## config.mk

```make
export PLATFORM = sky130hd
export DESIGN_NAME = phy_rgmii_prbs_check_regs
export DESIGN_NICKNAME = d
export VERILOG_FILES = /design/src/phy_regs_pkg.sv /design/src/phy_rgmii_prbs_check_regs.sv /design/src/rate_fifo.sv /design/src/pattern_sync.sv
export SDC_FILE = /design/constraint.sdc
export NUM_CORES = 1
export LEC_CHECK = 0
export ABC_AREA = 1
export BUFFER_PORTS_ARGS = -buffer_cell sky130_fd_sc_hd__buf_2
export CORE_ASPECT_RATIO = 1.25
export CORE_MARGIN = 2
export CORE_UTILIZATION = 54
export DETAILED_ROUTE_END_ITERATION = 6
export PLACE_DENSITY = 0.76
export SLEW_MARGIN = 15
export SYNTH_ARGS = -nofsm -noshare
export SYNTH_HDL_FRONTEND = slang
export SYNTH_SLANG_ARGS = --single-unit
```

## constraint.sdc

```tcl
create_clock -name ref_clk_in -period 2.1 [get_ports ref_clk_in]
set_clock_uncertainty 0.1 [all_clocks]
set_input_delay 0.42 -clock ref_clk_in [delete_from_list [all_inputs] [get_ports ref_clk_in]]
set_output_delay 0.42 -clock ref_clk_in [all_outputs]
set_load 0.05 [all_outputs]
```

## src/phy_regs_pkg.sv

```systemverilog
// shared constants for the rgmii fifo and pattern checker register bank
`default_nettype none
package phy_regs_pkg;
  // ----------------------------------------
  // register offsets
  // ----------------------------------------
  localparam logic [7:0] OFS_CTRL2 = 8'h33;
  localparam logic [7:0] OFS_AN_STS = 8'h37;
  localparam logic [7:0] OFS_CHK_CTRL = 8'h39;
  localparam logic [7:0] OFS_BYTE_TOT = 8'h3A;
  localparam logic [7:0] OFS_IRQ_STS = 8'h3C;
  localparam logic [7:0] OFS_IRQ_MASK = 8'h3D;
  localparam logic [15:0] REG_RESET = 16'h0000;
  // ----------------------------------------
  // field positions
  // ----------------------------------------
  localparam int B_SKIP = 4;
  localparam int B_SKIP_DLY = 3;
  localparam int B_LOWLAT = 2;
  localparam int B_RXTHR = 1;
  localparam int B_TXTHR = 0;
  localparam int B_PAGE = 1;
  localparam int B_DONE = 0;
  localparam int B_EN = 0;
  localparam int B_MODE = 1;
  localparam int B_OVF = 2;
  localparam int B_LOCK = 4;
  localparam int B_LOSS = 5;
  localparam int B_SNAP = 7;
  localparam int B_CLR = 8;
  localparam int ERR_LSB = 7;
  localparam int ERR_MSB = 14;
  // interrupt status and mask layout
  localparam int IRQ_W = 4;
  localparam int IRQ_PAGE = 0;
  localparam int IRQ_LOSS = 1;
  localparam int IRQ_OVF = 2;
  localparam int IRQ_DONE = 3;
  // ----------------------------------------
  // counts and limits
  // ----------------------------------------
  localparam logic [7:0] ERR_MAX = 8'hFF;
  localparam logic [15:0] BYTE_MAX = 16'hFFFF;
  localparam int FIFO_DEPTH = 8;
  localparam int FIFO_AW = 3;
  localparam logic [3:0] THR_BIAS = 4'h2;
  localparam logic [2:0] LOCK_RUN = 3'h4;
  localparam logic [2:0] LOSS_RUN = 3'h4;
  typedef enum logic [1:0] {FIFO_FILL = 2'b01, FIFO_DRAIN = 2'b10} fifo_state_t;
  typedef enum logic [1:0] {CHK_HUNT = 2'b01, CHK_LOCKED = 2'b10} chk_state_t;
endpackage
`default_nettype wire

```

## src/phy_rgmii_prbs_check_regs.sv

```systemverilog
// rgmii fifo control, sgmii status and pattern checker register bank
//
// The strobed register port was decided locally.
`default_nettype none
module phy_rgmii_prbs_check_regs (
  input wire logic ref_clk_in,
  input wire logic rst_n_in,
  input wire logic [7:0] reg_addr_in,
  input wire logic [15:0] reg_wdata_in,
  input wire logic reg_wr_in,
  input wire logic reg_rd_in,
  output logic [15:0] reg_rdata_out,
  output logic irq_out,
  input wire logic [1:0] rx_thr_low_in,
  input wire logic [1:0] tx_thr_low_in,
  input wire logic speed_10_100_in,
  output logic async_fifo_skip_out,
  output logic rx_clk_delay_out,
  output logic low_latency_out,
  input wire logic rx_valid_in,
  input wire logic [7:0] rx_data_in,
  output logic rx_ready_out,
  output logic rx_valid_out,
  output logic [7:0] rx_data_out,
  input wire logic tx_valid_in,
  input wire logic [7:0] tx_data_in,
  output logic tx_ready_out,
  output logic tx_valid_out,
  output logic [7:0] tx_data_out,
  input wire logic page_rx_in,
  input wire logic negotiation_done_in,
  input wire logic chk_valid_in,
  input wire logic [7:0] chk_data_in
);
  // ----------------------------------------
  // decode
  // ----------------------------------------
  logic wr_ctrl2, wr_chk, rd_chk, rd_an, wr_sts, wr_mask;
  logic snap_pulse, clear_pulse;
  assign wr_ctrl2 = reg_wr_in & (reg_addr_in == phy_regs_pkg::OFS_CTRL2);
  assign wr_chk = reg_wr_in & (reg_addr_in == phy_regs_pkg::OFS_CHK_CTRL);
  assign wr_sts = reg_wr_in & (reg_addr_in == phy_regs_pkg::OFS_IRQ_STS);
  assign wr_mask = reg_wr_in & (reg_addr_in == phy_regs_pkg::OFS_IRQ_MASK);
  assign rd_chk = reg_rd_in & (reg_addr_in == phy_regs_pkg::OFS_CHK_CTRL);
  assign rd_an = reg_rd_in & (reg_addr_in == phy_regs_pkg::OFS_AN_STS);
  // a clear also freezes, so bit 8 alone is enough
  assign snap_pulse = wr_chk & (reg_wdata_in[phy_regs_pkg::B_SNAP] | reg_wdata_in[phy_regs_pkg::B_CLR]);
  assign clear_pulse = wr_chk & reg_wdata_in[phy_regs_pkg::B_CLR];

  // ----------------------------------------
  // rgmii control
  // ----------------------------------------
  logic [4:0] ctrl2_q;
  always_ff @(posedge ref_clk_in or negedge rst_n_in) begin
    if (!rst_n_in) begin
      ctrl2_q <= phy_regs_pkg::REG_RESET[4:0];
    end else if (wr_ctrl2) begin
      ctrl2_q <= reg_wdata_in[4:0];
    end
  end

  logic [2:0] rx_thr, tx_thr;
  assign rx_thr = {ctrl2_q[phy_regs_pkg::B_RXTHR], rx_thr_low_in};
  assign tx_thr = {ctrl2_q[phy_regs_pkg::B_TXTHR], tx_thr_low_in};
  assign async_fifo_skip_out = ctrl2_q[phy_regs_pkg::B_SKIP];

  always_ff @(posedge ref_clk_in or negedge rst_n_in) begin
    if (!rst_n_in) begin
      rx_clk_delay_out <= 1'b0;
      low_latency_out <= 1'b0;
    end else begin
      rx_clk_delay_out <= ctrl2_q[phy_regs_pkg::B_SKIP_DLY] & speed_10_100_in;
      low_latency_out <= ctrl2_q[phy_regs_pkg::B_LOWLAT] & speed_10_100_in;
    end
  end

  // ----------------------------------------
  // sync fifos
  // ----------------------------------------
  rate_fifo u_rx_fifo (
    .ref_clk_in(ref_clk_in),
    .rst_n_in(rst_n_in),
    .skip_in(async_fifo_skip_out),
    .thr_in(rx_thr),
    .wr_valid_in(rx_valid_in),
    .wr_data_in(rx_data_in),
    .wr_ready_out(rx_ready_out),
    .rd_valid_out(rx_valid_out),
    .rd_data_out(rx_data_out)
  );

  rate_fifo u_tx_fifo (
    .ref_clk_in(ref_clk_in),
    .rst_n_in(rst_n_in),
    .skip_in(async_fifo_skip_out),
    .thr_in(tx_thr),
    .wr_valid_in(tx_valid_in),
    .wr_data_in(tx_data_in),
    .wr_ready_out(tx_ready_out),
    .rd_valid_out(tx_valid_out),
    .rd_data_out(tx_data_out)
  );

  // ----------------------------------------
  // sgmii negotiation status
  // ----------------------------------------
  logic page_q, done_prev_q;
  always_ff @(posedge ref_clk_in or negedge rst_n_in) begin
    if (!rst_n_in) begin
      page_q <= 1'b0;
      done_prev_q <= 1'b0;
    end else begin
      done_prev_q <= negotiation_done_in;
      if (page_rx_in) begin
        page_q <= 1'b1;
      end else if (rd_an) begin
        page_q <= 1'b0;
      end
    end
  end

  // ----------------------------------------
  // pattern checker and counters
  // ----------------------------------------
  logic chk_en_q, chk_cont_q, locked, byte_evt, err_evt, loss_evt;
  always_ff @(posedge ref_clk_in or negedge rst_n_in) begin
    if (!rst_n_in) begin
      chk_en_q <= 1'b0;
      chk_cont_q <= 1'b0;
    end else if (wr_chk) begin
      chk_en_q <= reg_wdata_in[phy_regs_pkg::B_EN];
      chk_cont_q <= reg_wdata_in[phy_regs_pkg::B_MODE];
    end
  end

  pattern_sync u_sync (
    .ref_clk_in(ref_clk_in),
    .rst_n_in(rst_n_in),
    .enable_in(chk_en_q),
    .byte_valid_in(chk_valid_in),
    .byte_data_in(chk_data_in),
    .locked_out(locked),
    .byte_out(byte_evt),
    .err_out(err_evt),
    .loss_out(loss_evt)
  );

  logic [7:0] err_cnt_q, err_snap_q;
  logic [15:0] byte_cnt_q, byte_snap_q;
  logic ovf_q, loss_q, ovf_evt;
  assign ovf_evt = byte_evt & (byte_cnt_q == phy_regs_pkg::BYTE_MAX);

  always_ff @(posedge ref_clk_in or negedge rst_n_in) begin
    if (!rst_n_in) begin
      err_cnt_q <= phy_regs_pkg::REG_RESET[7:0];
    end else if (clear_pulse) begin
      err_cnt_q <= phy_regs_pkg::REG_RESET[7:0];
    end else if (err_evt && (chk_cont_q || err_cnt_q != phy_regs_pkg::ERR_MAX)) begin
      err_cnt_q <= err_cnt_q + 8'h01;
    end
  end

  always_ff @(posedge ref_clk_in or negedge rst_n_in) begin
    if (!rst_n_in) begin
      byte_cnt_q <= phy_regs_pkg::REG_RESET;
    end else if (clear_pulse) begin
      byte_cnt_q <= phy_regs_pkg::REG_RESET;
    end else if (byte_evt && (chk_cont_q || !ovf_evt)) begin
      byte_cnt_q <= byte_cnt_q + 16'h0001;
    end
  end

  // software sees frozen copies, so both fields stay coherent with each other
  always_ff @(posedge ref_clk_in or negedge rst_n_in) begin
    if (!rst_n_in) begin
      err_snap_q <= phy_regs_pkg::REG_RESET[7:0];
      byte_snap_q <= phy_regs_pkg::REG_RESET;
    end else if (snap_pulse) begin
      err_snap_q <= err_cnt_q;
      byte_snap_q <= byte_cnt_q;
    end
  end

  // set wins over the clear command
  always_ff @(posedge ref_clk_in or negedge rst_n_in) begin
    if (!rst_n_in) begin
      ovf_q <= 1'b0;
    end else if (ovf_evt) begin
      ovf_q <= 1'b1;
    end else if (clear_pulse) begin
      ovf_q <= 1'b0;
    end
  end

  always_ff @(posedge ref_clk_in or negedge rst_n_in) begin
    if (!rst_n_in) begin
      loss_q <= 1'b0;
    end else if (loss_evt) begin
      loss_q <= 1'b1;
    end else if (rd_chk && locked) begin
      loss_q <= 1'b0;
    end
  end

  // ----------------------------------------
  // interrupts
  // ----------------------------------------
  logic [phy_regs_pkg::IRQ_W-1:0] irq_sts_q, irq_mask_q, irq_set;
  always_comb begin
    irq_set = '0;
    irq_set[phy_regs_pkg::IRQ_PAGE] = page_rx_in;
    irq_set[phy_regs_pkg::IRQ_LOSS] = loss_evt;
    irq_set[phy_regs_pkg::IRQ_OVF] = ovf_evt;
    irq_set[phy_regs_pkg::IRQ_DONE] = negotiation_done_in & ~done_prev_q;
  end

  always_ff @(posedge ref_clk_in or negedge rst_n_in) begin
    if (!rst_n_in) begin
      irq_sts_q <= '0;
    end else begin
      irq_sts_q <= irq_set | (irq_sts_q & ~(wr_sts ? reg_wdata_in[phy_regs_pkg::IRQ_W-1:0] : '0));
    end
  end

  always_ff @(posedge ref_clk_in or negedge rst_n_in) begin
    if (!rst_n_in) begin
      irq_mask_q <= '0;
    end else if (wr_mask) begin
      irq_mask_q <= reg_wdata_in[phy_regs_pkg::IRQ_W-1:0];
    end
  end

  assign irq_out = |(irq_sts_q & irq_mask_q);

  // ----------------------------------------
  // read port
  // ----------------------------------------
  logic [15:0] rd_word;
  always_comb begin
    rd_word = 16'h0000;
    case (reg_addr_in)
      phy_regs_pkg::OFS_CTRL2: rd_word[4:0] = ctrl2_q;
      phy_regs_pkg::OFS_AN_STS: begin
        rd_word[phy_regs_pkg::B_PAGE] = page_q;
        rd_word[phy_regs_pkg::B_DONE] = negotiation_done_in;
      end
      phy_regs_pkg::OFS_CHK_CTRL: begin
        rd_word[phy_regs_pkg::ERR_MSB:phy_regs_pkg::ERR_LSB] = err_snap_q;
        rd_word[phy_regs_pkg::B_LOSS] = loss_q;
        rd_word[phy_regs_pkg::B_LOCK] = locked;
        rd_word[phy_regs_pkg::B_OVF] = ovf_q;
        rd_word[phy_regs_pkg::B_MODE] = chk_cont_q;
        rd_word[phy_regs_pkg::B_EN] = chk_en_q;
      end
      phy_regs_pkg::OFS_BYTE_TOT: rd_word = byte_snap_q;
      phy_regs_pkg::OFS_IRQ_STS: rd_word[phy_regs_pkg::IRQ_W-1:0] = irq_sts_q;
      phy_regs_pkg::OFS_IRQ_MASK: rd_word[phy_regs_pkg::IRQ_W-1:0] = irq_mask_q;
      default: rd_word = 16'h0000;
    endcase
  end

  always_ff @(posedge ref_clk_in or negedge rst_n_in) begin
    if (!rst_n_in) begin
      reg_rdata_out <= 16'h0000;
    end else if (reg_rd_in) begin
      reg_rdata_out <= rd_word;
    end
  end
endmodule
`default_nettype wire

```

## src/rate_fifo.sv

```systemverilog
// eight-entry sync fifo with threshold-plus-two start level and bypass
`default_nettype none
module rate_fifo (
  input wire logic ref_clk_in,
  input wire logic rst_n_in,
  input wire logic skip_in,
  input wire logic [2:0] thr_in,
  input wire logic wr_valid_in,
  input wire logic [7:0] wr_data_in,
  output logic wr_ready_out,
  output logic rd_valid_out,
  output logic [7:0] rd_data_out
);
  logic [7:0] mem_q [phy_regs_pkg::FIFO_DEPTH];
  logic [phy_regs_pkg::FIFO_AW-1:0] wr_ptr_q, rd_ptr_q;
  logic [phy_regs_pkg::FIFO_AW:0] fill_q;
  phy_regs_pkg::fifo_state_t state_q;
  logic push, pop, full;

  assign full = fill_q == 4'(phy_regs_pkg::FIFO_DEPTH);
  assign wr_ready_out = skip_in | ~full;
  assign push = wr_valid_in & ~full & ~skip_in;
  assign pop = (state_q == phy_regs_pkg::FIFO_DRAIN) & (fill_q != 4'h0) & ~skip_in;

  // storage has no reset; pointers and fill count do
  always_ff @(posedge ref_clk_in) begin
    if (push) begin
      mem_q[wr_ptr_q] <= wr_data_in;
    end
  end

  always_ff @(posedge ref_clk_in or negedge rst_n_in) begin
    if (!rst_n_in) begin
      wr_ptr_q <= '0;
      rd_ptr_q <= '0;
      fill_q <= '0;
    end else if (skip_in) begin
      wr_ptr_q <= '0;
      rd_ptr_q <= '0;
      fill_q <= '0;
    end else begin
      wr_ptr_q <= wr_ptr_q + 3'(push);
      rd_ptr_q <= rd_ptr_q + 3'(pop);
      fill_q <= fill_q + 4'(push) - 4'(pop);
    end
  end

  // reading starts once fill reaches threshold plus two, then drains to empty
  always_ff @(posedge ref_clk_in or negedge rst_n_in) begin
    if (!rst_n_in) begin
      state_q <= phy_regs_pkg::FIFO_FILL;
    end else begin
      case (state_q)
        phy_regs_pkg::FIFO_FILL: begin
          if (!skip_in && fill_q >= {1'b0, thr_in} + phy_regs_pkg::THR_BIAS) begin
            state_q <= phy_regs_pkg::FIFO_DRAIN;
          end
        end
        phy_regs_pkg::FIFO_DRAIN: begin
          if (skip_in || (fill_q == 4'h1 && pop && !push) || fill_q == 4'h0) begin
            state_q <= phy_regs_pkg::FIFO_FILL;
          end
        end
        default: state_q <= phy_regs_pkg::FIFO_FILL;
      endcase
    end
  end

  always_ff @(posedge ref_clk_in or negedge rst_n_in) begin
    if (!rst_n_in) begin
      rd_valid_out <= 1'b0;
      rd_data_out <= 8'h00;
    end else begin
      rd_valid_out <= skip_in ? wr_valid_in : pop;
      if (skip_in) begin
        rd_data_out <= wr_data_in;
      end else if (pop) begin
        rd_data_out <= mem_q[rd_ptr_q];
      end
    end
  end
endmodule
`default_nettype wire

```

## src/pattern_sync.sv

```systemverilog
// self-synchronising prbs7 byte checker: lock, error and loss detection
`default_nettype none
module pattern_sync (
  input wire logic ref_clk_in,
  input wire logic rst_n_in,
  input wire logic enable_in,
  input wire logic byte_valid_in,
  input wire logic [7:0] byte_data_in,
  output logic locked_out,
  output logic byte_out,
  output logic err_out,
  output logic loss_out
);
  phy_regs_pkg::chk_state_t state_q;
  logic [6:0] seed_q;
  logic [2:0] run_q;
  logic take, miss;

  function automatic logic [7:0] prbs_byte(input logic [6:0] s);
    logic [6:0] t;
    logic b;
    logic [7:0] r;
    t = s;
    r = 8'h00;
    for (int i = 0; i < 8; i++) begin
      b = t[6] ^ t[5];
      r[7-i] = b;
      t = {t[5:0], b};
    end
    return r;
  endfunction

  assign take = enable_in & byte_valid_in;
  assign miss = byte_data_in != prbs_byte(seed_q);
  assign locked_out = state_q == phy_regs_pkg::CHK_LOCKED;

  // prediction always reseeds from received bits, so a bad byte in bits 6:0 costs two
  always_ff @(posedge ref_clk_in or negedge rst_n_in) begin
    if (!rst_n_in) begin
      state_q <= phy_regs_pkg::CHK_HUNT;
      seed_q <= 7'h00;
      run_q <= 3'h0;
      byte_out <= 1'b0;
      err_out <= 1'b0;
      loss_out <= 1'b0;
    end else begin
      byte_out <= take;
      err_out <= take & miss & locked_out;
      loss_out <= 1'b0;
      if (!enable_in) begin
        state_q <= phy_regs_pkg::CHK_HUNT;
        run_q <= 3'h0;
      end else if (take) begin
        seed_q <= byte_data_in[6:0];
        case (state_q)
          phy_regs_pkg::CHK_HUNT: begin
            run_q <= miss ? 3'h0 : run_q + 3'h1;
            if (!miss && run_q == phy_regs_pkg::LOCK_RUN - 3'h1) begin
              state_q <= phy_regs_pkg::CHK_LOCKED;
              run_q <= 3'h0;
            end
          end
          phy_regs_pkg::CHK_LOCKED: begin
            run_q <= miss ? run_q + 3'h1 : 3'h0;
            if (miss && run_q == phy_regs_pkg::LOSS_RUN - 3'h1) begin
              state_q <= phy_regs_pkg::CHK_HUNT;
              run_q <= 3'h0;
              loss_out <= 1'b1;
            end
          end
          default: state_q <= phy_regs_pkg::CHK_HUNT;
        endcase
      end
    end
  end
endmodule
`default_nettype wire

```

# ---- After elaboration in Yosys (flattened, before gate mapping)
# Memory sizes are Yosys's and may differ from the RTL's.
# Index checks and enable logic that the tools add are counted.
dict set report word_totals {
  register_bits 142
  mem_bits_rw 128
  in_bits 62
  output_inout_bits 40
  wordCells 217
  memories 2
}
dict set report op_classes {
  addsub 13
  n_lt_le_gt_ge 2
  n_eq_ne 28
  n_mux 57
  bitwise 42
  reduce_logical 39
}
# name depth width read_ports rd_ports_with_merged_regs wr line
set memory_table {}
lappend memory_table {u_rx_fifo.mem_q 8 8 1 0 1 rate_fifo.sv:14} ;# logic [7:0] mem_q [phy_regs_pkg::FIFO_DEPTH];
lappend memory_table {u_tx_fifo.mem_q 8 8 1 0 1 rate_fifo.sv:14}
# operator n
set op_table {}
lappend op_table {{equality test 8 x 6 -> 1 bit (second input constant)} 6}
lappend op_table {{2-to-1 mux 8 bit} 6}
lappend op_table {{2-to-1 mux 16 bit} 2}
lappend op_table {{2-to-1 mux 3 bit} 10}
lappend op_table {{bitwise AND 1 bit} 23}
lappend op_table {{2-to-1 mux 1 bit} 18}
lappend op_table {{adder 16 x 1 -> 16 bit (second input constant)} 1}
lappend op_table {{equality test 16 bit (second input constant)} 1}
lappend op_table {{2-to-1 mux 2 bit} 8}
lappend op_table {{case mux 8 bit (2 select lines)} 1}
lappend op_table {{nonzero test 2 bit} 7}
lappend op_table {{adder 3 x 1 -> 3 bit} 4}
lappend op_table {{2-to-1 mux 4 bit} 3}
lappend op_table {{case mux 2 bit (2 select lines)} 3}
lappend op_table {{case mux 2 bit (6 select lines)} 1}
lappend op_table {{logical AND 1 bit} 11}
lappend op_table {{adder 3 x 2 -> 4 bit (second input constant)} 2}
lappend op_table {{adder 4 x 1 -> 4 bit} 2}
lappend op_table {{adder 8 x 1 -> 8 bit (second input constant)} 1}
lappend op_table {{bitwise AND 4 bit} 2}
lappend op_table {{equality test 4 x 1 -> 1 bit (second input constant)} 2}
lappend op_table {{equality test 4 bit (second input constant)} 2}
lappend op_table {{>= comparator 4 bit} 2}
lappend op_table {{zero test 4 bit} 2}
lappend op_table {{27 further kinds} 61}

# ---- Depth between registers and ports, before layout
# Gate-level depths: netlist of the first run.
dict set report logic_depth {
  depth_word 10
  ltp_mapped 14
  ltp_nobuf 14
}

# ---- Cells and area by module
# From an unflattened synthesis of the first run, not the netlist that was laid out.
dict set report unflattened {
  cells_unflattened 1522
  area_unflattened_um2 13321.5
}
# mod n_inst cells_each area_each_um2 seq_area_each_um2
set modules_own_cells {}
lappend modules_own_cells {rate_fifo 2 413 4030.1 2448.6}
lappend modules_own_cells {phy_rgmii_prbs_check_regs 1 546 4301.6 2127.0}
lappend modules_own_cells {pattern_sync 1 150 959.7 376.6}

# ---- Least setup slack after synthesis of the first run
# Ideal clock, no wire load.
dict set report synth_timing {
  path_kind {register to register}
  startpoint {reg ctrl2_q[4]}
  endpoint {reg u_rx_fifo.fill_q[2] in the netlist's numbering}
  setup_time_ps 132
  arrival_time_ps 2182
  t_required_ps 1868
  setup_slack_ps -314
  path_stages_with_launch 10
  path_buffers 0
  period_less_slack_ps 2414
  cell_sequence {dfrtp_1 > inv_1 > nand4_1 > clkinv_1 > ha_1 > inv_1 > ha_1 > fa_1 > xnor2_1 > nor2_1}
}
dict set report synth_via {
  elab_chain_len 5
  word_cells_on_any_way 6
  cone_classes {2 x add/sub; 1 x mux; 3 x bitwise}
}
# element line
set synth_lines {}
lappend synth_lines {{start, declared} phy_rgmii_prbs_check_regs.sv:53} ;# logic [4:0] ctrl2_q;
lappend synth_lines {{start signal, assigned} phy_rgmii_prbs_check_regs.sv:56} ;# ctrl2_q <= phy_regs_pkg::REG_RESET[4:0];
lappend synth_lines {{start signal, assigned} phy_rgmii_prbs_check_regs.sv:58} ;# ctrl2_q <= reg_wdata_in[4:0];
lappend synth_lines {{NOT 1 bit} {rate_fifo.sv:22, rate_fifo.sv:23}}
lappend synth_lines {{bitwise AND 1 bit} rate_fifo.sv:22} ;# assign push = wr_valid_in & ~full & ~skip_in;
lappend synth_lines {{adder 4 x 1 -> 4 bit} rate_fifo.sv:44} ;# fill_q <= fill_q + 4'(push) - 4'(pop);
lappend synth_lines {{subtractor 4 x 1 -> 4 bit} rate_fifo.sv:44}
lappend synth_lines {{2-to-1 mux 4 bit (*)} rate_fifo.sv:37} ;# end else if (skip_in) begin
lappend synth_lines {{end signal, assigned} rate_fifo.sv:44}
lappend synth_lines {{end, declared} rate_fifo.sv:16} ;# logic [phy_regs_pkg::FIFO_AW:0] fill_q;
# Mark *: on every way between the ends. The rest lies on a longest branch, timed or not.
# A chain may end at the register's enable or synchronous reset.

# ---- Worst setup path after layout of the first run
dict set report layout_timing {
  startpoint {reg u_rx_fifo.fill_q[2] in the netlist's numbering}
  endpoint {out rx_ready_out}
}
dict set report layout_via {
  elab_chain_len 3
}
# element line
set layout_lines {}
lappend layout_lines {{equality test 4 bit} rate_fifo.sv:20} ;# assign full = fill_q == 4'(phy_regs_pkg::FIFO_DEPTH);
lappend layout_lines {{NOT 1 bit} rate_fifo.sv:21} ;# assign wr_ready_out = skip_in | ~full;
lappend layout_lines {{OR 1 bit} rate_fifo.sv:21}
lappend layout_lines {{end, declared} phy_rgmii_prbs_check_regs.sv:22} ;# output logic rx_ready_out,
# Every way passes these cells.

==> qor.yml, run 1 <==
p_leak_nw: 6.258
worstSetupStartpoint: "u_rx_fifo.fill_q[2]"
clk_transition_reported_paths_ns: 0.06
synthesis.area_um2: 12280
detail_route.wirelength_um: 28460
clockPowerShare_pct: 40.3
initial_core_utilization_pct: 55.11
clock_insertion_delay_worst_skew_ns: 0.55
endpoint_required_time_on_the_critical_path_ns: 1.58
grt.total_usage_pct: 23.76
netlist_instances: 1189
layout_nets: 1454
final_min_period_over_clock_period_pct: 110.0
syn_area_per_cell_um2: 10.33
max_clock_freq_mhz: 433.0
ctsHtreeMaxLevel: 1
timing_worst_slew_pin_value_ns: 1.048
synth_cell_type_count: 49
remaining_drc_errors: 0
maxCapViolCount: 0
crit_path_max_fanout: 2
fraction_of_layout_instances_using_a_drive_strength_above_1_pct: 22.02
synthToLayoutAreaGrowth_pct: 22.33
hold_ws_ns: 0.03193
fillers: 1644
power.internal_mw: 8.592
floorplan.core_area_um2: 22290
numClockSinks: 270
most_common_library_cell_in_the_layout_ignoring_fill_and_taps: "sky130_fd_sc_hd__nand2_1"
gp_routability_congestion: 0.8948
slew_viol_final: 0
chipWidth_um: 138.9
ys_seq_elements: 270
post-synth-top-area-fraction_pct: 31.29
placedInstanceArea_um2: 13710
place.port_buffers: 92
fraction_of_registers_with_async_set_reset_pct: 52.59
drt-vias-per-instance: 5.579
critPathArrivalTime_ns: 1.79
cp-start-kind: "flip-flop"
cts_buffer_count: 26
max-clock-path-buffers: 3
cts_root_buf: "sky130_fd_sc_hd__clkbuf_16"
synthFlopType: "sky130_fd_sc_hd__dfrtp_1"
ant_nets: 0
syn_nets: 1287
postLayoutCellArea_um2: 15030
worst-setup-path-type: "reg2out"
grt_overflow: 0
std_cell_rows: 61
grt_setup_unrepaired: "yes"
synth.yosys.seq_area_share_pct: 60.25
netlist_top_cells_area: "sky130_fd_sc_hd__edfxtp_1, sky130_fd_sc_hd__dfrtp_1, sky130_fd_sc_hd__nand2_1"
vdd.ir_drop.worst_v: 0.0007581
timing.hold.worst.start: "reg_wdata_in[0]"
pwr-share-seq_pct: 51.5
antenna_found_initial: 0
drt_first_iter_violations: 594
routedWlPerCell_um: 17.16
crit_buf_inv: 4
worst_path_max_delay_cell: "sky130_fd_sc_hd__dfrtp_1"
grt_start_max_net_pins: 51
timing.rr.start: "u_rx_fifo.fill_q[2]"
critical_path.cell_chain: "inv_2, buf_6, ha_4, nor3b_4, buf_6, nand2_4, buf_8"
power.density_cell_area_nw_per_um2: 752.7
netSwitchingPower_mw: 2.719
first_pass_drt_iterations: 5
outcome: "complete, but fails checks"
via_count: 9256
layout_common_cells: "sky130_fd_sc_hd__nand2_1, sky130_fd_sc_hd__dfrtp_1, sky130_fd_sc_hd__edfxtp_1"
first_global_vias: 9327
power_frac_comb_pct: 8.1
cp_slowest_stage_delay_ns: 0.40
worstHoldPathType: "in2reg"
path_common_cell: "sky130_fd_sc_hd__buf_6"
ioPinCount: 102
floorplan.die.height_um: 172.6
fin_ws_ns: -0.2094
grt_first_pass_wirelength_um: 46780
path_delay_family: "buffers and inverters"
netSwitchingFraction_pct: 24.04
synth_top_area_cell: "sky130_fd_sc_hd__edfxtp_1"
tritoncts_clock_tree: "yes"
violations: "negative setup slack"
die-area_um2: 23980
relSlewSlack_pct: 29.79
synth-warning-count: 0
number_of_flops_mapped_to_enable_cells_by_yosys: 128
finalSetupViolCount: 72
final.min_clock_period_ns: 2.309
diodes: 0
sort_of_element_at_the_end_of_the_critical_path: "output pin"
report.final.hold_viol_count: 0
dp_hpwl_um: 19460
-- sequential cells by signal, indices dropped and copies added, names as in the netlist, 7 cells and up --
register	flops
u_rx_fifo.mem_q	64
u_rx_fifo.rd_data_out	8
byte_snap_q	16
byte_cnt_q	16
err_snap_q	8
err_cnt_q	8
u_tx_fifo.mem_q	64
u_tx_fifo.rd_data_out	8
reg_rdata_out	16
u_sync.seed_q	7
-- metrics by stage --
stage / utilization [%] / TNS (ns) / setup slack (ns) / total power [mW] / std cells
final: 67.42 / -8.326 / -0.2094 / 11.31 / 1659
after global routing: 67.42 / -13.41 / -0.2778 / 11.72 / 1659
after CTS: 66.93 / -1.284 / -0.1590 / 11.38 / 1657
after detailed placement: 61.50 / -4.362 / -0.07210 / 6.833 / 1595
after global placement: 61.50 / -0.4524 / -0.02677 / 6.804 / 1595
after floorplan: - / -0.1995 / -0.07830 / 6.461 / 1189
-- worst paths after layout --
kind,cells past startpoint,slack (ns),to
max,7,-0.21,rx_ready_out
min,3,0.03,chk_en_q
max reg2reg,12,-0.20,u_rx_fifo.fill_q[1]
min reg2reg,1,0.35,irq_sts_q[3]
max in group asynchronous,3,1.09,u_rx_fifo.state_q[0]
min in group asynchronous,2,0.21,reg_rdata_out[15]
-- kinds of logic after synthesis --
logic type	count (synthesis)	synth area share, %
flops	270	60.25
simple gates	483	17.56
mux	33	2.730
compound gates	180	8.893
fa+ha+maj	36	3.789
xor+xnor	17	1.212
buf+inv	170	5.562
-- power groups by stage --
stage	sequential [mW]	combinational, mW	clock, mW
2_1_floorplan	6.02	0.441	0
3_3_place_gp	5.92	0.881	0
3_5_place_dp	5.93	0.906	0
4_1_cts	5.83	0.921	4.63
5_1_grt	5.85	1.03	4.84
6_report	5.83	0.919	4.56
-- what timing repair did --
item                       CTS  global route
pin swaps                   11            13
gates resized for setup     55            26
setup endpoints to repair  136           146
hold endpoints to repair   121             0
hold buffers                 4             0
setup buffers               10             5
-- worst reg2reg max path: stages, from the launching register on --
cell                       delay [ns]
sky130_fd_sc_hd__dfrtp_1         0.40
sky130_fd_sc_hd__inv_2           0.09
sky130_fd_sc_hd__buf_6           0.10
sky130_fd_sc_hd__ha_4            0.13
sky130_fd_sc_hd__nand3_2         0.08
sky130_fd_sc_hd__nand4_1         0.13
sky130_fd_sc_hd__clkinv_2        0.11
sky130_fd_sc_hd__ha_4            0.27
sky130_fd_sc_hd__inv_2           0.04
sky130_fd_sc_hd__ha_4            0.15
sky130_fd_sc_hd__fa_2            0.52
sky130_fd_sc_hd__inv_1           0.04
sky130_fd_sc_hd__nor2_1          0.07
-- synthesized netlist by cell type, drive strengths merged, types with 2 or more instances --
| cell type | instances |
|---|---|
| a21o | 2 |
| a21oi | 14 |
| a31oi | 12 |
| a41oi | 2 |
| buf | 17 |
| clkbuf | 24 |
| clkinv | 2 |
| dfrtp | 139 |
| dfstp | 3 |
| edfxtp | 128 |
| fa | 2 |
| ha | 34 |
| inv | 127 |
| mux2i | 32 |
| nand2 | 224 |
| nand3 | 101 |
| nand4 | 23 |
| nor2 | 107 |
| nor3 | 20 |
| nor3b | 4 |
| nor4 | 3 |
| o211ai | 2 |
| o21ai | 110 |
| o221ai | 32 |
| o22ai | 3 |
| xnor2 | 4 |
| xor2 | 13 |
-- final cells by class --
type                       count  area [um^2]  area share [%]
clock buffer                  41        764.5           5.088
clock inverter                 7        73.82          0.4913
inverter                     129        495.5           3.298
multi-input combinational    749         4583           30.50
sequential                   270         7403           49.27
tap                          283        354.1           2.357
timing repair buffer         180         1351           8.993
-- metal layers --
layer	wire [um]	track usage, %
met1	11480	30.05
met2	14920	42.92
met3	1272	2.769
met4	793	7.281
met5	0	0
Note: power is estimated with default switching activity, not from simulation.
==> inputs of run 2 (changes only) <==
--- a/config.mk
+++ b/config.mk
@@ -12,6 +12,7 @@
 export CORE_UTILIZATION = 54
 export DETAILED_ROUTE_END_ITERATION = 6
 export PLACE_DENSITY = 0.76
+export RECOVER_POWER = 50
 export SLEW_MARGIN = 15
 export SYNTH_ARGS = -nofsm -noshare
 export SYNTH_HDL_FRONTEND = slang
==> run 2 against run 1 <==
Compared with the run above: the flow finishes with violations (max-capacitance violations, max-slew violations, negative setup slack); wire length increased by 0.23%; global-route usage unchanged; highest routed layer unchanged; critical path depth stayed put; critical endpoint unchanged; register-to-register slack barely moved; clock power about the same; final area down 0.20%; maximum frequency barely moved; non-clock buffer count stayed put; sequential power barely moved.
==> qor.yml, run 2 (synthesis results as in run 1) <==
die-area_um2: 23980
antenna_found_initial: 0
drt_first_iter_violations: 607
hold_ws_ns: 0.03256
slew_viol_final: 25
fillers: 1655
p_leak_nw: 6.204
fin_total_pwr_mw: 11.31
ant_nets: 0
most_common_library_cell_in_the_layout_ignoring_fill_and_taps: "sky130_fd_sc_hd__nand2_1"
pwr-share-seq_pct: 51.6
sort_of_element_at_the_end_of_the_critical_path: "output pin"
netSwitchingFraction_pct: 24.07
crit_path_max_fanout: 2
clock_insertion_delay_worst_skew_ns: 0.55
fraction_of_layout_instances_using_a_drive_strength_above_1_pct: 20.64
final_min_period_over_clock_period_pct: 109.9
power.internal_mw: 8.586
floorplan.core_area_um2: 22290
cp-start-kind: "flip-flop"
grt.total_usage_pct: 23.76
max-clock-path-buffers: 3
chipWidth_um: 138.9
std_cell_rows: 61
largest_registers: "u_rx_fifo.mem_q: 64 flops, u_tx_fifo.mem_q: 64 flops"
detail_route.wirelength_um: 28530
cts_root_buf: "sky130_fd_sc_hd__clkbuf_16"
remaining_drc_errors: 0
synthToLayoutAreaGrowth_pct: 22.08
placedInstanceArea_um2: 13710
first_global_vias: 9327
gp_routability_congestion: 0.8948
place.port_buffers: 92
stdcell_count: 1659
grt_first_pass_wirelength_um: 46780
clk_transition_reported_paths_ns: 0.06
timing.hold.worst.start: "reg_wdata_in[0]"
dpl_cells: 1595
power_frac_comb_pct: 8.1
floorplan.die.height_um: 172.6
ctsHtreeMaxLevel: 1
relSlewSlack_pct: -0.8067
initial_core_utilization_pct: 55.11
timing_worst_slew_pin_value_ns: 1.512
tritoncts_clock_tree: "yes"
power.density_cell_area_nw_per_um2: 754.1
worstSetupStartpoint: "u_rx_fifo.fill_q[2]"
report.final.hold_viol_count: 0
numClockSinks: 270
layout_nets: 1454
register_area_um2: 7403
postLayoutCellArea_um2: 15000
ioPinCount: 102
grt_overflow: 0
clockPowerShare_pct: 40.3
fin_tns_setup_ns: -8.276
diodes: 0
routedWlPerCell_um: 17.19
critPathArrivalTime_ns: 1.79
final.min_clock_period_ns: 2.308
grt_setup_unrepaired: "yes"
multi_input_comb_area_um2: 4583
netSwitchingPower_mw: 2.722
max_clock_freq_mhz: 433.2
dp_hpwl_um: 19460
worst-setup-path-type: "reg2out"
worstHoldPathType: "in2reg"
maxCapViolCount: 1
timing.rr.start: "u_rx_fifo.fill_q[2]"
first_pass_drt_iterations: 5
finalSetupViolCount: 72
layout_common_cells: "sky130_fd_sc_hd__nand2_1, sky130_fd_sc_hd__dfrtp_1, sky130_fd_sc_hd__edfxtp_1"
cts_buffer_count: 26
grt_start_max_net_pins: 51
violations: "max-capacitance violations, max-slew violations, negative setup slack"
endpoint_required_time_on_the_critical_path_ns: 1.58
fin_ws_ns: -0.2084
via_count: 9282
drt-vias-per-instance: 5.595
vdd.ir_drop.worst_v: 0.0007582
outcome: "complete, but fails checks"
==> run 2: metrics by stage <==
stage                     utilization [%]  setup slack [ns]
after floorplan                         -          -0.07830
after global placement              61.50          -0.02677
after detailed placement            61.50          -0.07210
after CTS                           66.93           -0.1590
after global routing                67.29           -0.2778
final                               67.29           -0.2084
==> run 2: worst max-delay path, stage by stage (launching register included) <==
cell and delay [ns]:
sky130_fd_sc_hd__dfrtp_1 0.40, sky130_fd_sc_hd__inv_2 0.09, sky130_fd_sc_hd__buf_6 0.11, sky130_fd_sc_hd__ha_4 0.11
sky130_fd_sc_hd__nor3b_4 0.20, sky130_fd_sc_hd__buf_6 0.14, sky130_fd_sc_hd__nand2_4 0.04, sky130_fd_sc_hd__buf_8 0.15
==> run 2: layout make-up <==
type	instances	area share, %
Clock inverter	7	0.4923
Timing Repair Buffer	180	8.811
Clock buffer	41	5.098
Tap cell	283	2.361
Sequential cell	270	49.37
Inverter	129	3.304
Multi-Input combinational cell	749	30.56
==> run 2: power groups by stage <==
stage	logic, mW	registers [mW]	clock network, mW
finish	0.914	5.83	4.56
global route	1.03	5.85	4.84
CTS	0.921	5.83	4.63
detailed placement	0.906	5.93	0
global placement	0.881	5.92	0
floorplan	0.441	6.02	0
==> run 2: timing repair <==
item	4_1_cts	5_1_grt
pin swaps	11	13
hold endpoints to repair	121	0
gates resized for setup	55	26
buffers inserted	10	5
setup endpoints to repair	136	146
hold buffers	4	0
==> run 2: path summary, 6_finish.rpt <==
check | end | slack, ns | depth (start not counted)
max | rx_ready_out | -0.21 | 7
min | chk_en_q | 0.03 | 3
max reg2reg | u_rx_fifo.fill_q[1] | -0.20 | 12
min reg2reg | irq_sts_q[3] | 0.35 | 1
max in group asynchronous | byte_snap_q[9] | 0.16 | 3
min in group asynchronous | reg_rdata_out[15] | 0.69 | 2
==> run 2: per-layer routing <==
metal | vias up | part of all wire, % | GRT usage, %
met5 | - | 0 | 0
met4 | 0 | 2.8 | 7.281
met3 | 73 | 4.5 | 2.769
met2 | 294 | 52 | 42.92
met1 | 4480 | 40 | 30.05
li1 | 4435 | - | -
==> inputs of run 3 (changes only) <==
--- a/config.mk
+++ b/config.mk
@@ -6,7 +6,7 @@
 export NUM_CORES = 1
 export LEC_CHECK = 0
 export ABC_AREA = 1
-export BUFFER_PORTS_ARGS = -buffer_cell sky130_fd_sc_hd__buf_2
+export BUFFER_PORTS_ARGS = -buffer_cell sky130_fd_sc_hd__clkbuf_2
 export CORE_ASPECT_RATIO = 1.25
 export CORE_MARGIN = 2
 export CORE_UTILIZATION = 54
==> run 3 against run 2 <==
Compared with the run above: clock-buffer cell count fell by 12; setup slack improved by 0.054 ns; first-iteration DRC count rose by 18%; wire length fell by 1.7%; hold slack improved by 0.0038 ns; non-clock buffer count fell by 4; combinational power fell by 1%; the run ends with negative setup slack left.
==> qor.yml, run 3 (synthesis results as in run 1) <==
max-clock-path-buffers: 3
endpoint_required_time_on_the_critical_path_ns: 1.58
stdcell_count: 1655
max_clock_freq_mhz: 443.6
ctsHtreeMaxLevel: 1
postLayoutCellArea_um2: 14830
remaining_drc_errors: 0
worst-setup-path-type: "reg2out"
first_global_vias: 9165
synthToLayoutAreaGrowth_pct: 20.72
routedWlPerCell_um: 16.94
final_min_period_over_clock_period_pct: 107.3
diodes: 0
numClockSinks: 270
place.port_buffers: 92
finalSetupViolCount: 71
via_count: 9187
cp-start-kind: "flip-flop"
hold_ws_ns: 0.03632
most_common_library_cell_in_the_layout_ignoring_fill_and_taps: "sky130_fd_sc_hd__nand2_1"
worstHoldPathType: "in2reg"
die-area_um2: 23980
std_cell_rows: 61
grt_first_pass_wirelength_um: 45730
clk_transition_reported_paths_ns: 0.07
fin_tns_setup_ns: -8.421
final_core_utilization_pct: 66.53
grt_start_max_net_pins: 52
ant_nets: 0
slew_viol_final: 0
violations: "negative setup slack"
sort_of_element_at_the_end_of_the_critical_path: "output pin"
largest_registers: "u_rx_fifo.mem_q: 64 flops, u_tx_fifo.mem_q: 64 flops"
cts_buffer_count: 26
report.final.hold_viol_count: 0
vdd.ir_drop.worst_v: 0.0005777
drt_first_iter_violations: 716
fin_ws_ns: -0.1543
detail_route.wirelength_um: 28040
floorplan.die.height_um: 172.6
first_pass_drt_iterations: 5
initial_core_utilization_pct: 55.11
relSlewSlack_pct: 13.43
grt.total_usage_pct: 23.28
drt-vias-per-instance: 5.551
cts_root_buf: "sky130_fd_sc_hd__clkbuf_16"
dp_hpwl_um: 19460
layout_common_cells: "sky130_fd_sc_hd__nand2_1, sky130_fd_sc_hd__dfrtp_1, sky130_fd_sc_hd__edfxtp_1"
placedInstanceArea_um2: 13760
timing_worst_slew_pin_value_ns: 1.299
chipWidth_um: 138.9
grt_overflow: 0
pre_cts_ws_ns: -0.05850
dpl_cells: 1595
final.min_clock_period_ns: 2.254
p_leak_nw: 6.163
crit_path_max_fanout: 2
floorplan.core_area_um2: 22290
critPathArrivalTime_ns: 1.73
antenna_found_initial: 0
power.density_cell_area_nw_per_um2: 765.6
ioPinCount: 102
fraction_of_layout_instances_using_a_drive_strength_above_1_pct: 20.12
grt_setup_unrepaired: "yes"
gp_routability_congestion: 0.8994
clock_insertion_delay_worst_skew_ns: 0.52
outcome: "complete, but fails checks"
tritoncts_clock_tree: "yes"
layout_nets: 1450
fin_total_pwr_mw: 11.35
maxCapViolCount: 0
run 3: repair_timing:
| item | CTS | global route |
|---|---|---|
| resized for setup | 16 | 28 |
| setup buffers | 6 | 4 |
| pin swaps | 5 | 15 |
| endpoints found under the setup margin | 136 | 139 |
| hold buffers | 3 | 0 |
| endpoints found under the hold margin | 48 | 0 |
run 3: worst max-delay path, cell delays in order, from the launching register on:
cell and delay [ns]:
sky130_fd_sc_hd__dfrtp_1 0.38, sky130_fd_sc_hd__inv_2 0.08, sky130_fd_sc_hd__buf_6 0.10, sky130_fd_sc_hd__ha_4 0.11, sky130_fd_sc_hd__nor3b_4 0.20, sky130_fd_sc_hd__buf_6 0.14, sky130_fd_sc_hd__nand2_4 0.05, sky130_fd_sc_hd__buf_12 0.15
run 3: final cells by class:
type                    count  area (um^2)
flip-flops and latches    270         7402
repair buffers            176         1236
clock inverters            19        158.9
multi-input cells         749         4491
clock buffers              29        693.2
well taps                 283        354.1
inverters                 129        493.0
fillers                  1691         7458
run 3: power breakdown:
part           internal, mW  total [mW]  switching [mW]
Sequential             5.69        5.83           0.137
Clock                  2.63        4.62            1.99
Combinational         0.258       0.905           0.647
Total                  8.58        11.4            2.77
run 3: routing by layer:
| layer | part of all wire [%] | vias up | GRT usage (%) |
|---|---|---|---|
| met5 | 0 | - | 0 |
| met4 | 2.2 | 0 | 6.776 |
| met3 | 5.2 | 51 | 2.659 |
| met2 | 52 | 284 | 41.83 |
| met1 | 40 | 4434 | 29.83 |
| li1 | - | 4418 | - |
run 3: final timing paths:
path                                startpoint              endpoint  slack (ns)  cells after the start
setup / recovery           u_rx_fifo.fill_q[2]          rx_ready_out       -0.15                      7
hold / removal                      page_rx_in          irq_sts_q[0]        0.04                      3
setup reg to reg           u_rx_fifo.fill_q[2]   u_rx_fifo.fill_q[1]       -0.14                     12
hold reg to reg                    done_prev_q          irq_sts_q[3]        0.32                      1
max in group asynchronous             rst_n_in  u_tx_fifo.state_q[0]        0.24                      3
min in group asynchronous             rst_n_in          err_cnt_q[1]        0.62                      2
